`config.mk`:
```
export PLATFORM = sky130hd
export DESIGN_NAME = spf_pin_ctrl
export DESIGN_NICKNAME = d
export VERILOG_FILES = /design/src/design/spf_pkg.sv /design/src/design/spf_pin_ctrl.sv
export VERILOG_INCLUDE_DIRS = /design/src /design/src/design
export SDC_FILE = /design/constraint.sdc
export NUM_CORES = 1
export LEC_CHECK = 0
export BUFFER_PORTS_ARGS = -buffer_cell sky130_fd_sc_hd__buf_2
export CAP_MARGIN = 20
export CORE_ASPECT_RATIO = 0.7
export CORE_UTILIZATION = 25
export CTS_BUF_LIST = sky130_fd_sc_hd__clkbuf_8
export CTS_CLUSTER_SIZE = 30
export DETAILED_ROUTE_END_ITERATION = 6
export SLEW_MARGIN = 20
export SYNTH_ARGS = -nofsm -noshare
export SYNTH_HDL_FRONTEND = slang
export SYNTH_SLANG_ARGS = --single-unit
```
`constraint.sdc`:
```
create_clock -name clk -period 2.1 [get_ports clk]
set_input_delay 0.42 -clock clk [delete_from_list [all_inputs] [get_ports clk]]
set_output_delay 0.42 -clock clk [all_outputs]
set_load 0.05 [all_outputs]
```
`src/design/spf_consts.svh`:
```
// constants for shared pin function control
`ifndef SPF_CONSTS_SVH
`define SPF_CONSTS_SVH
// ==========================================================
// register offsets (byte addresses)
`define SPF_ADDR_CFGA 8'h00
`define SPF_ADDR_CFGB 8'h04
`define SPF_ADDR_CNT 8'h08
`define SPF_ADDR_PORT 8'h0C
`define SPF_ADDR_INREG 8'h10
`define SPF_ADDR_FLAG 8'h14
`define SPF_ADDR_CTRL 8'h18
`define SPF_ADDR_IRQEN 8'h1C
// ==========================================================
// field positions
`define SPF_CFGA_HIGH_FREQ_COUNTER_PIN_BIT 0
`define SPF_CFGA_LOW_FREQ_COUNTER_PIN_BIT 1
`define SPF_CFGA_AN_LSB 8
`define SPF_CFGA_KDIR_LSB 16
`define SPF_CFGA_CHAN_LSB 20
`define SPF_CFGB_PUMP_BIT 0
`define SPF_CNT_PERIOD_BIT 0
`define SPF_CNT_START_BIT 1
`define SPF_INREG_HIGH_FREQ_COUNTER_PIN_BIT 0
`define SPF_INREG_LOW_FREQ_COUNTER_PIN_BIT 1
`define SPF_INREG_PUMP_BIT 2
`define SPF_FLAG_SENSE_BIT 0
`define SPF_FLAG_SNSPIN_BIT 1
`define SPF_FLAG_PWROFF_BIT 2
`define SPF_FLAG_HOLDIRQ_BIT 3
`define SPF_FLAG_BACKUP_BIT 4
`define SPF_CTRL_CLOCK_STOP_INSTR_BIT 0
`define SPF_CTRL_PLLSTOP_BIT 1
// ==========================================================
// reset values and timing
`define SPF_CFGA_RST 32'h0000_0000
`define SPF_CLK_HZ 20000000
`define SPF_MACHINE_NS 1330
`define SPF_MACHINE_CYC ((`SPF_MACHINE_NS * (`SPF_CLK_HZ / 1000000) + 999) / 1000)
`endif

```
`src/design/spf_pkg.sv`:
```
// types for shared pin function control
package spf_pkg;
  typedef struct packed {
    logic cyc;
    logic stb;
    logic we;
    logic [3:0] sel;
    logic [7:0] adr;
    logic [31:0] dat;
  } spf_wbreq_t;
  typedef struct packed {
    logic out;
    logic oe;
  } spf_pin_t;
  typedef enum logic [1:0] {
    SPF_RUN,
    SPF_BACKUP
  } spf_mode_t;
endpackage

```
`src/design/spf_pin_ctrl.sv`:
```
// shared pin function control with wishbone register access
//
// The Wishbone interface to the registers and the register offsets were left to the implementer.
`timescale 1ns/1ps
`include "spf_consts.svh"
// ==========================================================
// Overview of operation
// - pump pin low when divided LO above reference, high below, floats on match
// - config b picks pump output or plain input; input level read back
// - pump pin high impedance in backup and after power-on reset
// - pump pin also high impedance while the pll is stopped
// - config a picks counter frequency use or plain input for high counter pin
// - high counter pin level returned in bit 0 of input register
// - backup disables both counter pin inputs and pulls them down
// - power-on reset selects counter use, frequency mode on high pin
// - low counter pin measures frequency or period; period drops bias resistor
// - low counter pin level returned in bit 1 of input register
// - supply sense pin feeds sense flop; both testable via flag register
// - supply sense input stays enabled in backup and after reset
// - power-off on monitor pin sets power-off flag and hold irq flag
// - clock stop with monitor low enters backup; monitor high leaves it
// - reset pin low one machine cycle resets and sets sense flop
// - analog inputs chosen per bit with channel; counter control starts conversion
// - analog-assigned bits read low on digital input
// - open-drain outputs off in backup and after reset
// - interrupt io direction per bit; enable flag needs input mode
// - interrupt io inputs disabled, outputs floating in backup; inputs after reset
module spf_pin_ctrl #(
  parameter int AN_W = 8,
  parameter int IO_W = 4
) (
  // clock and reset
  input wire logic clk,
  input wire logic rst,
  // wishbone slave
  input wire spf_pkg::spf_wbreq_t wbReq,
  output logic [31:0] wbDatO,
  output logic wbAck,
  // pll compare and status
  input wire logic pllUp,
  input wire logic pllDown,
  // pins
  input wire logic resetPinN,
  input wire logic holdPin,
  input wire logic senseIn,
  input wire logic hctrIn,
  input wire logic lctrIn,
  input wire logic pumpIn,
  input wire logic [AN_W-1:0] anIn,
  input wire logic [IO_W-1:0] ioIn,
  output spf_pkg::spf_pin_t pumpPin,
  output logic hctrPullDown,
  output logic lctrPullDown,
  output logic lctrBiasOff,
  output logic [IO_W-1:0] odOe,
  output logic [IO_W-1:0] ioOut,
  output logic [IO_W-1:0] ioOe,
  // to counter, converter and interrupt logic
  output logic cntHctrSel,
  output logic cntLctrSel,
  output logic cntPeriod,
  output logic cntStart,
  output logic [AN_W-1:0] anSel,
  output logic [2:0] anChan,
  output logic [IO_W-1:0] irqReq,
  output logic cpuReset,
  output logic backup
);
  initial begin
    if (AN_W < 1 || AN_W > 8 || IO_W < 1 || IO_W > 4) begin
      $error("spf_pin_ctrl: unsupported width");
    end
  end

  // ==========================================================
  // pin synchronisers
  localparam int SW = 5 + AN_W + IO_W;
  logic [SW-1:0] syncA;
  logic [SW-1:0] syncB;
  always_ff @(posedge clk) begin
    syncA <= {resetPinN, holdPin, senseIn, hctrIn, lctrIn, anIn, ioIn};
    syncB <= syncA;
  end
  logic sResetN;
  logic sHold;
  logic sSense;
  logic sHctr;
  logic sLctr;
  logic [AN_W-1:0] sAn;
  logic [IO_W-1:0] sIo;
  assign {sResetN, sHold, sSense, sHctr, sLctr, sAn, sIo} = syncB;
  logic sPump;
  logic pumpSyncA;
  always_ff @(posedge clk) begin
    pumpSyncA <= pumpIn;
    sPump <= pumpSyncA;
  end

  // ==========================================================
  // bus decode
  function automatic logic hit(input logic [7:0] adr, input logic [7:0] off);
    return adr == off;
  endfunction
  logic access;
  logic wrEn;
  assign access = wbReq.cyc && wbReq.stb && !wbAck;
  assign wrEn = access && wbReq.we && (wbReq.sel == 4'hF);

  // ==========================================================
  // reset pin: low for one machine cycle resets the core
  localparam int MC = `SPF_MACHINE_CYC;
  logic [7:0] lowCnt;
  always_ff @(posedge clk) begin
    if (rst || sResetN) begin
      lowCnt <= 8'h00;
      cpuReset <= rst;
    end else if (lowCnt < 8'(MC)) begin
      lowCnt <= lowCnt + 8'h01;
      cpuReset <= 1'b0;
    end else begin
      cpuReset <= 1'b1;
    end
  end
  logic sysRst;
  assign sysRst = rst || cpuReset;

  // ==========================================================
  // configuration latches
  logic [31:0] cfgA;
  logic pumpMode;
  logic [IO_W-1:0] odData;
  logic [IO_W-1:0] ioData;
  logic [IO_W-1:0] irqEn;
  logic pllStop;
  always_ff @(posedge clk) begin
    if (sysRst) begin
      cfgA <= `SPF_CFGA_RST;
      pumpMode <= 1'b0;
    end else if (wrEn && hit(wbReq.adr, `SPF_ADDR_CFGA)) begin
      cfgA <= wbReq.dat;
    end else if (wrEn && hit(wbReq.adr, `SPF_ADDR_CFGB)) begin
      pumpMode <= wbReq.dat[`SPF_CFGB_PUMP_BIT];
    end
  end
  always_ff @(posedge clk) begin
    if (sysRst) begin
      odData <= '1;
      ioData <= '0;
      irqEn <= '0;
      pllStop <= 1'b1;
      cntPeriod <= 1'b0;
    end else if (wrEn) begin
      if (hit(wbReq.adr, `SPF_ADDR_PORT)) begin
        odData <= wbReq.dat[IO_W-1:0];
        ioData <= wbReq.dat[8+:IO_W];
      end
      if (hit(wbReq.adr, `SPF_ADDR_IRQEN)) begin
        irqEn <= wbReq.dat[IO_W-1:0];
      end
      if (hit(wbReq.adr, `SPF_ADDR_CTRL)) begin
        pllStop <= wbReq.dat[`SPF_CTRL_PLLSTOP_BIT];
      end
      if (hit(wbReq.adr, `SPF_ADDR_CNT)) begin
        cntPeriod <= wbReq.dat[`SPF_CNT_PERIOD_BIT];
      end
    end
  end
  logic [IO_W-1:0] ioDir;
  assign ioDir = cfgA[`SPF_CFGA_KDIR_LSB+:IO_W];

  // ==========================================================
  // backup mode
  spf_pkg::spf_mode_t mode;
  logic ckstpWr;
  assign ckstpWr = wrEn && hit(wbReq.adr, `SPF_ADDR_CTRL) && wbReq.dat[`SPF_CTRL_CLOCK_STOP_INSTR_BIT];
  always_ff @(posedge clk) begin
    if (rst) begin
      mode <= spf_pkg::SPF_RUN;
    end else begin
      unique case (mode)
        spf_pkg::SPF_RUN: begin
          if (ckstpWr && !sHold) begin
            mode <= spf_pkg::SPF_BACKUP;
          end
        end
        spf_pkg::SPF_BACKUP: begin
          if (sHold) begin
            mode <= spf_pkg::SPF_RUN;
          end
        end
        default: mode <= spf_pkg::SPF_RUN;
      endcase
    end
  end
  logic inBackup;
  assign inBackup = (mode == spf_pkg::SPF_BACKUP);

  // ==========================================================
  // flags; a new event wins over a software clear
  logic holdPrev;
  logic senseFf;
  logic pwrOff;
  logic holdIrq;
  logic holdFall;
  logic flagClr;
  assign holdFall = holdPrev && !sHold;
  assign flagClr = wrEn && hit(wbReq.adr, `SPF_ADDR_FLAG);
  always_ff @(posedge clk) begin
    if (rst) begin
      holdPrev <= 1'b1;
    end else begin
      holdPrev <= sHold;
    end
  end
  always_ff @(posedge clk) begin
    if (sysRst) begin
      senseFf <= 1'b1;
    end else if (sSense) begin
      senseFf <= 1'b1;
    end else if (flagClr && wbReq.dat[`SPF_FLAG_SENSE_BIT]) begin
      senseFf <= 1'b0;
    end
  end
  always_ff @(posedge clk) begin
    if (rst) begin
      pwrOff <= 1'b0;
      holdIrq <= 1'b0;
    end else if (holdFall) begin
      pwrOff <= 1'b1;
      holdIrq <= 1'b1;
    end else if (flagClr) begin
      if (wbReq.dat[`SPF_FLAG_PWROFF_BIT]) pwrOff <= 1'b0;
      if (wbReq.dat[`SPF_FLAG_HOLDIRQ_BIT]) holdIrq <= 1'b0;
    end
  end

  // ==========================================================
  // pin drive and role outputs
  logic anyReset;
  assign anyReset = sysRst || inBackup;
  always_ff @(posedge clk) begin
    if (anyReset || pllStop || !pumpMode) begin
      pumpPin <= '0;
    end else begin
      // inverted sense against the main pump outputs
      pumpPin.oe <= pllUp ^ pllDown;
      pumpPin.out <= pllDown;
    end
  end
  always_ff @(posedge clk) begin
    hctrPullDown <= inBackup;
    lctrPullDown <= inBackup;
    lctrBiasOff <= cntPeriod && !cfgA[`SPF_CFGA_LOW_FREQ_COUNTER_PIN_BIT];
    cntHctrSel <= !cfgA[`SPF_CFGA_HIGH_FREQ_COUNTER_PIN_BIT] && !inBackup;
    cntLctrSel <= !cfgA[`SPF_CFGA_LOW_FREQ_COUNTER_PIN_BIT] && !inBackup;
    anSel <= inBackup ? '0 : cfgA[`SPF_CFGA_AN_LSB+:AN_W];
    anChan <= cfgA[`SPF_CFGA_CHAN_LSB+:3];
    cntStart <= wrEn && hit(wbReq.adr, `SPF_ADDR_CNT) && wbReq.dat[`SPF_CNT_START_BIT];
    odOe <= anyReset ? '0 : ~odData;
    ioOe <= anyReset ? '0 : ioDir;
    ioOut <= ioData;
    // interrupt only from pins in input mode
    irqReq <= (anyReset ? '0 : (irqEn & ~ioDir & sIo));
    backup <= inBackup;
  end

  // ==========================================================
  // read side
  logic [31:0] rdData;
  logic [AN_W-1:0] anDigital;
  logic [IO_W-1:0] ioDigital;
  assign anDigital = inBackup ? '0 : (sAn & ~cfgA[`SPF_CFGA_AN_LSB+:AN_W]);
  assign ioDigital = inBackup ? '0 : sIo;
  always_comb begin
    rdData = 32'h0000_0000;
    unique case (wbReq.adr)
      `SPF_ADDR_CFGA: rdData = cfgA;
      `SPF_ADDR_CFGB: rdData[`SPF_CFGB_PUMP_BIT] = pumpMode;
      `SPF_ADDR_CNT: rdData[`SPF_CNT_PERIOD_BIT] = cntPeriod;
      `SPF_ADDR_PORT: begin
        rdData[IO_W-1:0] = odData;
        rdData[8+:IO_W] = ioDigital;
        rdData[16+:AN_W] = anDigital;
      end
      `SPF_ADDR_INREG: begin
        rdData[`SPF_INREG_HIGH_FREQ_COUNTER_PIN_BIT] = cfgA[`SPF_CFGA_HIGH_FREQ_COUNTER_PIN_BIT] && !inBackup && sHctr;
        rdData[`SPF_INREG_LOW_FREQ_COUNTER_PIN_BIT] = cfgA[`SPF_CFGA_LOW_FREQ_COUNTER_PIN_BIT] && !inBackup && sLctr;
        rdData[`SPF_INREG_PUMP_BIT] = !pumpMode && sPump;
      end
      `SPF_ADDR_FLAG: begin
        rdData[`SPF_FLAG_SENSE_BIT] = senseFf;
        rdData[`SPF_FLAG_SNSPIN_BIT] = sSense;
        rdData[`SPF_FLAG_PWROFF_BIT] = pwrOff;
        rdData[`SPF_FLAG_HOLDIRQ_BIT] = holdIrq;
        rdData[`SPF_FLAG_BACKUP_BIT] = inBackup;
      end
      `SPF_ADDR_CTRL: rdData[`SPF_CTRL_PLLSTOP_BIT] = pllStop;
      `SPF_ADDR_IRQEN: rdData[IO_W-1:0] = irqEn;
      default: rdData = 32'h0000_0000;
    endcase
  end
  always_ff @(posedge clk) begin
    if (rst) begin
      wbAck <= 1'b0;
      wbDatO <= 32'h0000_0000;
    end else begin
      wbAck <= access;
      wbDatO <= access ? rdData : 32'h0000_0000;
    end
  end
endmodule

```
==> results of run 1 <==
## kinds of logic after synthesis
group / after synthesis / synth area share
buffers and inverters: 45 / 0.0365
and+or+nand+nor: 203 / 0.202
adders and majority gates: 1 / 0.00239
xor gates and xnor gates: 6 / 0.0100
DFF: 164 / 0.626
muxes: 23 / 0.0463
AOI/OAI and AO/OA: 59 / 0.0764
## flip-flops by register name (all words and copies together) (netlist names), 2 cells and up
signal and count:
irqReq 4, wbDatO 32, lowCnt 8, cfgA 32
syncA 17, odData 4, odOe 4, syncB 17
pumpPin 2, ioOe 4, irqEn 4, ioData 4
anChan 3, anSel 8, ioOut 4
## per-stage QoR
| step | total power [mW] | setup WS [ps] | instances | util |
|---|---|---|---|---|
| floorplan | 3.34 | 146 | 501 | - |
| global placement | 3.47 | 69.0 | 900 | 0.317 |
| detailed placement | 3.47 | 52.2 | 900 | 0.317 |
| CTS | 5.87 | 456 | 932 | 0.337 |
| global route | 6.04 | 410 | 932 | 0.337 |
| finish | 5.79 | 505 | 932 | 0.337 |
## worst paths after layout
| path | from | to | slack, ps |
|---|---|---|---|
| worst max-delay path | cpuReset | cpuReset | 510 |
| worst min-delay path | pumpIn | pumpSyncA | 50 |
| worst max register to register | wbAck | irqEn[1] | 530 |
| worst min register to register | syncA[10] | syncB[10] | 320 |
## power groups by stage
stage          clock network, mW  registers (mW)  logic [mW]
3_5_place_dp                   0            3.24       0.224
2_1_floorplan                  0            3.24      0.0949
4_1_cts                     2.48            3.17       0.225
5_1_grt                     2.62            3.18       0.245
6_report                    2.40            3.17       0.224
3_3_place_gp                   0            3.24       0.224
## synthesized netlist by cell type, drive strengths merged, types with 8 or more instances
| cell | n | share of area |
|---|---|---|
| inv | 13 | 0.0093 |
| mux2i | 22 | 0.042 |
| nand2 | 59 | 0.042 |
| buf | 8 | 0.010 |
| nor3 | 9 | 0.0086 |
| clkbuf | 24 | 0.017 |
| nand3 | 15 | 0.014 |
| a32o | 9 | 0.017 |
| and2 | 10 | 0.012 |
| o21ai | 28 | 0.027 |
| nand4 | 27 | 0.032 |
| and3 | 18 | 0.021 |
| nor2 | 35 | 0.025 |
| dfxtp | 164 | 0.63 |
## final cells by class
class                   instances  area (sq um)  area share
repair buffers                161           923       0.136
clock inverters                15           179      0.0263
flip-flops and latches        164          3280       0.483
multi-input cells             292          1790       0.264
inverters                      13          48.8     0.00718
well taps                     270           338      0.0497
clock buffers                  17           234      0.0344
## routing by layer
metal / wire length, microns / vias up
met5: 8 / -
met4: 211 / 2
met3: 1190 / 17
met2: 6040 / 157
met1: 7450 / 1946
li1: - / 2044
## placed cells by master, fill, tap and decap left out, types with 3 or more instances in the layout
| cell | Yosys | layout |
|---|---|---|
| clkinv_2 | 0 | 4 |
| nand3_1 | 15 | 15 |
| o21ai_0 | 24 | 24 |
| o21ai_1 | 4 | 4 |
| dfxtp_1 | 164 | 164 |
| xnor2_1 | 3 | 3 |
| xor2_1 | 3 | 3 |
| mux2i_1 | 22 | 22 |
| buf_2 | 3 | 139 |
| nor3_1 | 9 | 8 |
| inv_1 | 13 | 14 |
| nand4_1 | 27 | 27 |
| and2_1 | 10 | 10 |
| buf_12 | 0 | 5 |
| buf_4 | 3 | 17 |
| bufinv_16 | 0 | 3 |
| a22o_1 | 4 | 4 |
| nand2_1 | 59 | 59 |
| nor4_1 | 4 | 3 |
| nand3b_1 | 5 | 5 |
| o31ai_1 | 5 | 5 |
| a32o_1 | 9 | 9 |
| a311oi_1 | 5 | 5 |
| and3_1 | 18 | 18 |
| clkbuf_8 | 0 | 17 |
| nor2_1 | 35 | 33 |
==> results.md, run 1 <==
* CP delay by family, top: flip-flops
* CP peak stage delay at approximately 420 ps
* Placed inst area at around 0.0064 sq mm
* Final #Nets at roughly 720
* Overall routing resource usage at 0.142
* Worst slew pin tran at between 500 and 600 ps
* Final Critical Period at approximately 1600 ps
* Most used DFF post-synth: dfxtp_1
* Largest net degree at the start of global routing at 73
* Synth cell types at between 40 and 50
* Sequential area share after synthesis at 0.626
* DRC at 0
* Syn avg cell area at approximately 10 sq um
* TritonRoute pass-1 iters at 4
* Clk Latency, worst-skew pair at ~460 ps
* GPL Wtd Cong at approximately 0.84
* Buf/Inv on CP at 1
* Critical Path Fanout Max at 4
* Final instance area at just under 0.007 sq mm
* Slowest CP cell: dfxtp_1
* Share of cells above drive strength 1 at 0.307
* Mean routed wirelength per cell at 16.0 microns
* Arrival @ worst endpoint at about 1200 ps
* Initial Util at 0.260
* Post-synth EDFFs at 0
* Remaining Overflow, GRT at 0
* H-Tree Depth at 4
* Pins Over Slew Limit at 0
* Relative slew slack at 0.640
* Deepest clock path buffer count at 2
* Via density per instance at roughly 4.5
* Synthesized instance count at between 500 and 600
* Number of setup buffers added after CTS at 0
* Status: completed
* Vias in the first global route at between 3000 and 4000
* Post-CTS Resized at 0
* GR Layer Usage met1 at 0.197
* Die ar. at about 0.022 sq mm
* Pint at around 4.4 mW
* TritonCTS clock tree: yes
* Max-Cap Viols at 0
* Net Count, Synth at about 570
* Port bufs at between 100 and 150
* P_leak at between 2 and 3 nW
* Crit Path Category: flop to primary output
* Die Y at around 120 microns
* CP endpoint kind: primary output
* Fill count at 2106
* Critical path depth at 1
* RSZ-0062 raised after global routing: false
* Final period util at 0.759
* R2R cell count at 4
* Final setup fails at 0
* Worst path required time at between 1500 and 2000 ps
* Clock power share at 0.414
* Crit-path cells: buf_2
* CTS buffer count at 17
* Global-route wire length before repair at 22300 microns
* Clk sinks at roughly 160
* Final WL at ~15000 microns
* Clk slew on worst S/H paths at approximately 90 ps
* Class of the worst hold path: input port to flop
* Gate power share at 0.039
* Initial antenna violation count at 1
* Final hold slack at roughly 52 ps
* Reg power frac at 0.547
* Endpoints failing hold at 0
* Post-Syn Area at 0.00524 sq mm
* Fin Clk Skew at ~15 ps
* GR peak layer: met2
* DIE WIDTH at ~180 microns
* Syn. warnings at 0
* Core area at between 0.02 and 0.025 sq mm
* Via total after detailed routing at 4166
* Root Buffer: clkbuf_8
* Switch Pwr at 1.36 mW
* Iteration-0 DRC Markers at 227
* Met3 track demand over resource at 0.0495
* I/O pin count at 140
* Peak Freq at roughly 630 MHz
* Net Sw Frac at 0.235
* Final ANT Viol Nets at 0
* Fraction of registers with async set/reset at 0
* GR met2 Demand/Resource at 0.199
* Ant. Diodes at 0
* Row count at 43
* Layout area overhead at 29.7%
* Power density over the cells at ~850 mW/mm^2
* Worst vdd ir at roughly 0.00051 V
* CP Launch Type: flop
* Hold path depth at 1
* DP HPWL at 10600 microns
* Seq cells post-synth at 164
* Fin Setup TNS at 0 ps
* Hold Buf Count CTS at 0
No activity file was read; power rests on OpenSTA's default activity.
==> run 2: changes to the inputs <==
Clock period 2.1 ns to 1.58 ns, I/O delays scaled along.
==> run 2 against run 1 <==
  * Via count rose by 4.2%
  * Global-route usage rose by 0.40 points
  * Power rose by 35%
  * Routed wire length rose by 1.8%
  * Critical path depth rose by 6
  * First-iteration DRC count fell by 6.2%
  * Sequential share of layout area fell by 3.0 points
  * Combinational power rose by 67%
  * Die area did not move
  * Register-to-register slack got worse by 460 ps
  * Critical path type is now flop to flop
  * Non-clock buffer count rose by 44
  * Core utilization rose by 2.3 points
==> results.md, run 2 (synthesis gave the netlist of run 1 again) <==
* Fin util at 0.360
* RSZ-0062 raised after global routing: true
* Clk sinks at about 160
* Final #Nets at between 700 and 800
* GPL Wtd Cong at 0.832
* Clock power share at 0.414
* Clk Latency, worst-skew pair at between 400 and 500 ps
* CP endpoint kind: flop
* Pint at around 6 mW
* Final Critical Period at between 1500 and 2000 ps
* Largest net degree at the start of global routing at 40
* Final period util at 0.956
* CP Launch Type: flop
* Top Registers: cfgA x32, wbDatO x32
* H-Tree Depth at 4
* Global-route wire length before repair at 23000 microns
* Die ar. at ~0.022 sq mm
* CP peak stage delay at 360 ps
* DRC at 0
* TritonCTS clock tree: yes
* Slowest CP cell: dfxtp_4
* Mean routed wirelength per cell at 15.5 microns
* DP HPWL at around 11000 microns
* I/O pin count at 140
* Fin Clk Skew at 15.1 ps
* Core area at 0.0202 sq mm
* Worst vdd ir at slightly above 0.0009 V
* Final setup fails at 0
* Vias in the first global route at between 4000 and 5000
* Worst slew pin tran at 485 ps
* Layout area overhead at 38.5%
* Ant. Diodes at 0
* Crit Path Category: flop to flop
* Root Buffer: clkbuf_8
* CP dominant cell by count: buf_4
* Final std cells w/o fill at approximately 980
* Overall routing resource usage at 0.146
* Initial antenna violation count at 2
* Commonest non-fill, non-tap cell in the layout: dfxtp_1
* Buf/Inv on CP at 3
* Power density over the cells at 1080 mW/mm^2
* Class of the worst hold path: input port to flop
* Gate power share at 0.048
* Relative slew slack at 0.673
* Clk slew on worst S/H paths at roughly 100 ps
* Row count at 43
* DIE WIDTH at around 180 microns
* CTS buffer count at 17
* Status: completed
* Port bufs at between 100 and 150
* Final ANT Viol Nets at 0
* Inst Count DP at approximately 920
* Deepest clock path buffer count at 2
* Via total after detailed routing at approximately 4300
* Pins Over Slew Limit at 0
* TritonRoute pass-1 iters at 5
* Peak Freq at ~660 MHz
* Via density per instance at around 4.4
* Switch Pwr at ~1.8 mW
* Final WL at about 15000 microns
* Share of cells above drive strength 1 at 0.337
* Arrival @ worst endpoint at ~1900 ps
* Reg power frac at 0.538
* Net Sw Frac at 0.234
* Remaining Overflow, GRT at 0
* CP delay by family, top: buffers and inverters
* Crit-path cells: and4bb_2 > buf_4 > nand2_4 > nor4_4 > buf_4 > buf_8 > a32o_1
* Max-Cap Viols at 0
* Die Y at between 100 and 150 microns
* Critical Path Fanout Max at 6
* Endpoints failing hold at 0
* Initial Util at 0.260
* Iteration-0 DRC Markers at roughly 210
* P_leak at 3.19 nW
* Worst path required time at 1930 ps
* Most frequent cells in the layout: 162 x dfxtp_1, 137 x buf_2, 58 x nand2_1
-- run 2: power groups by stage --
stage,clock [mW],combinational (mW),sequential (mW)
global route,3.55,0.405,4.22
detailed placement,0,0.330,4.31
CTS,3.36,0.369,4.21
global placement,0,0.329,4.31
finish,3.24,0.374,4.21
floorplan,0,0.129,4.31
-- run 2: stage by stage --
stage	area (sq um)	setup slack, ps	setup TNS [ps]	hold slack, ps	power, mW
finish	7260	68.9	0	75.1	7.83
global route	7260	-12.1	-12.4	33.8	8.18
CTS	7220	-1.39	-1.39	36.5	7.95
detailed placement	6570	-311	-16890	312	4.64
global placement	6570	-335	-19500	312	4.64
floorplan	5280	-108	-558	310	4.44
-- run 2: final timing paths --
kind	start	end	slack (ps)	cells after the start
worst min register to register	syncA[10]	syncB[10]	320	0
worst max-delay path	wbAck	wbDatO[17]	70	7
worst min-delay path	wbReq[25]	cfgA[25]	80	3
worst max register to register	wbAck	wbDatO[17]	70	7
-- run 2: final cells by class --
cell class | count | area (sq um)
fill | 2058 | 12900
timing repair buffer | 205 | 1330
sequential | 164 | 3290
inverter | 13 | 48.8
clock buffer | 18 | 248
clock inverter | 14 | 175
tap | 270 | 338
multi-input combinational | 292 | 1830
-- run 2: worst register-to-register path: cells and delay by family, from the launching register on --
kind	cells	cell delay, ps
AO/OA/AOI/OAI	1	260
AND/OR/NAND/NOR	3	350
flip-flops	1	360
buffers and inverters	3	460
-- run 2: what timing repair did --
action	CTS	global route
gates resized for setup	8	8
cloned	1	0
pin swaps	5	5
endpoints found under the hold margin	18	0
buffers inserted	2	2
endpoints found under the setup margin	14	39
hold buffers	18	0
-- run 2: per-layer routing --
layer  share of wire  vias up  global-route usage
met5               0        -                   0
met4           0.011        0              0.0489
met3           0.078       14              0.0504
met2            0.40      151               0.203
met1            0.51     2039               0.208
li1                -     2136                   -
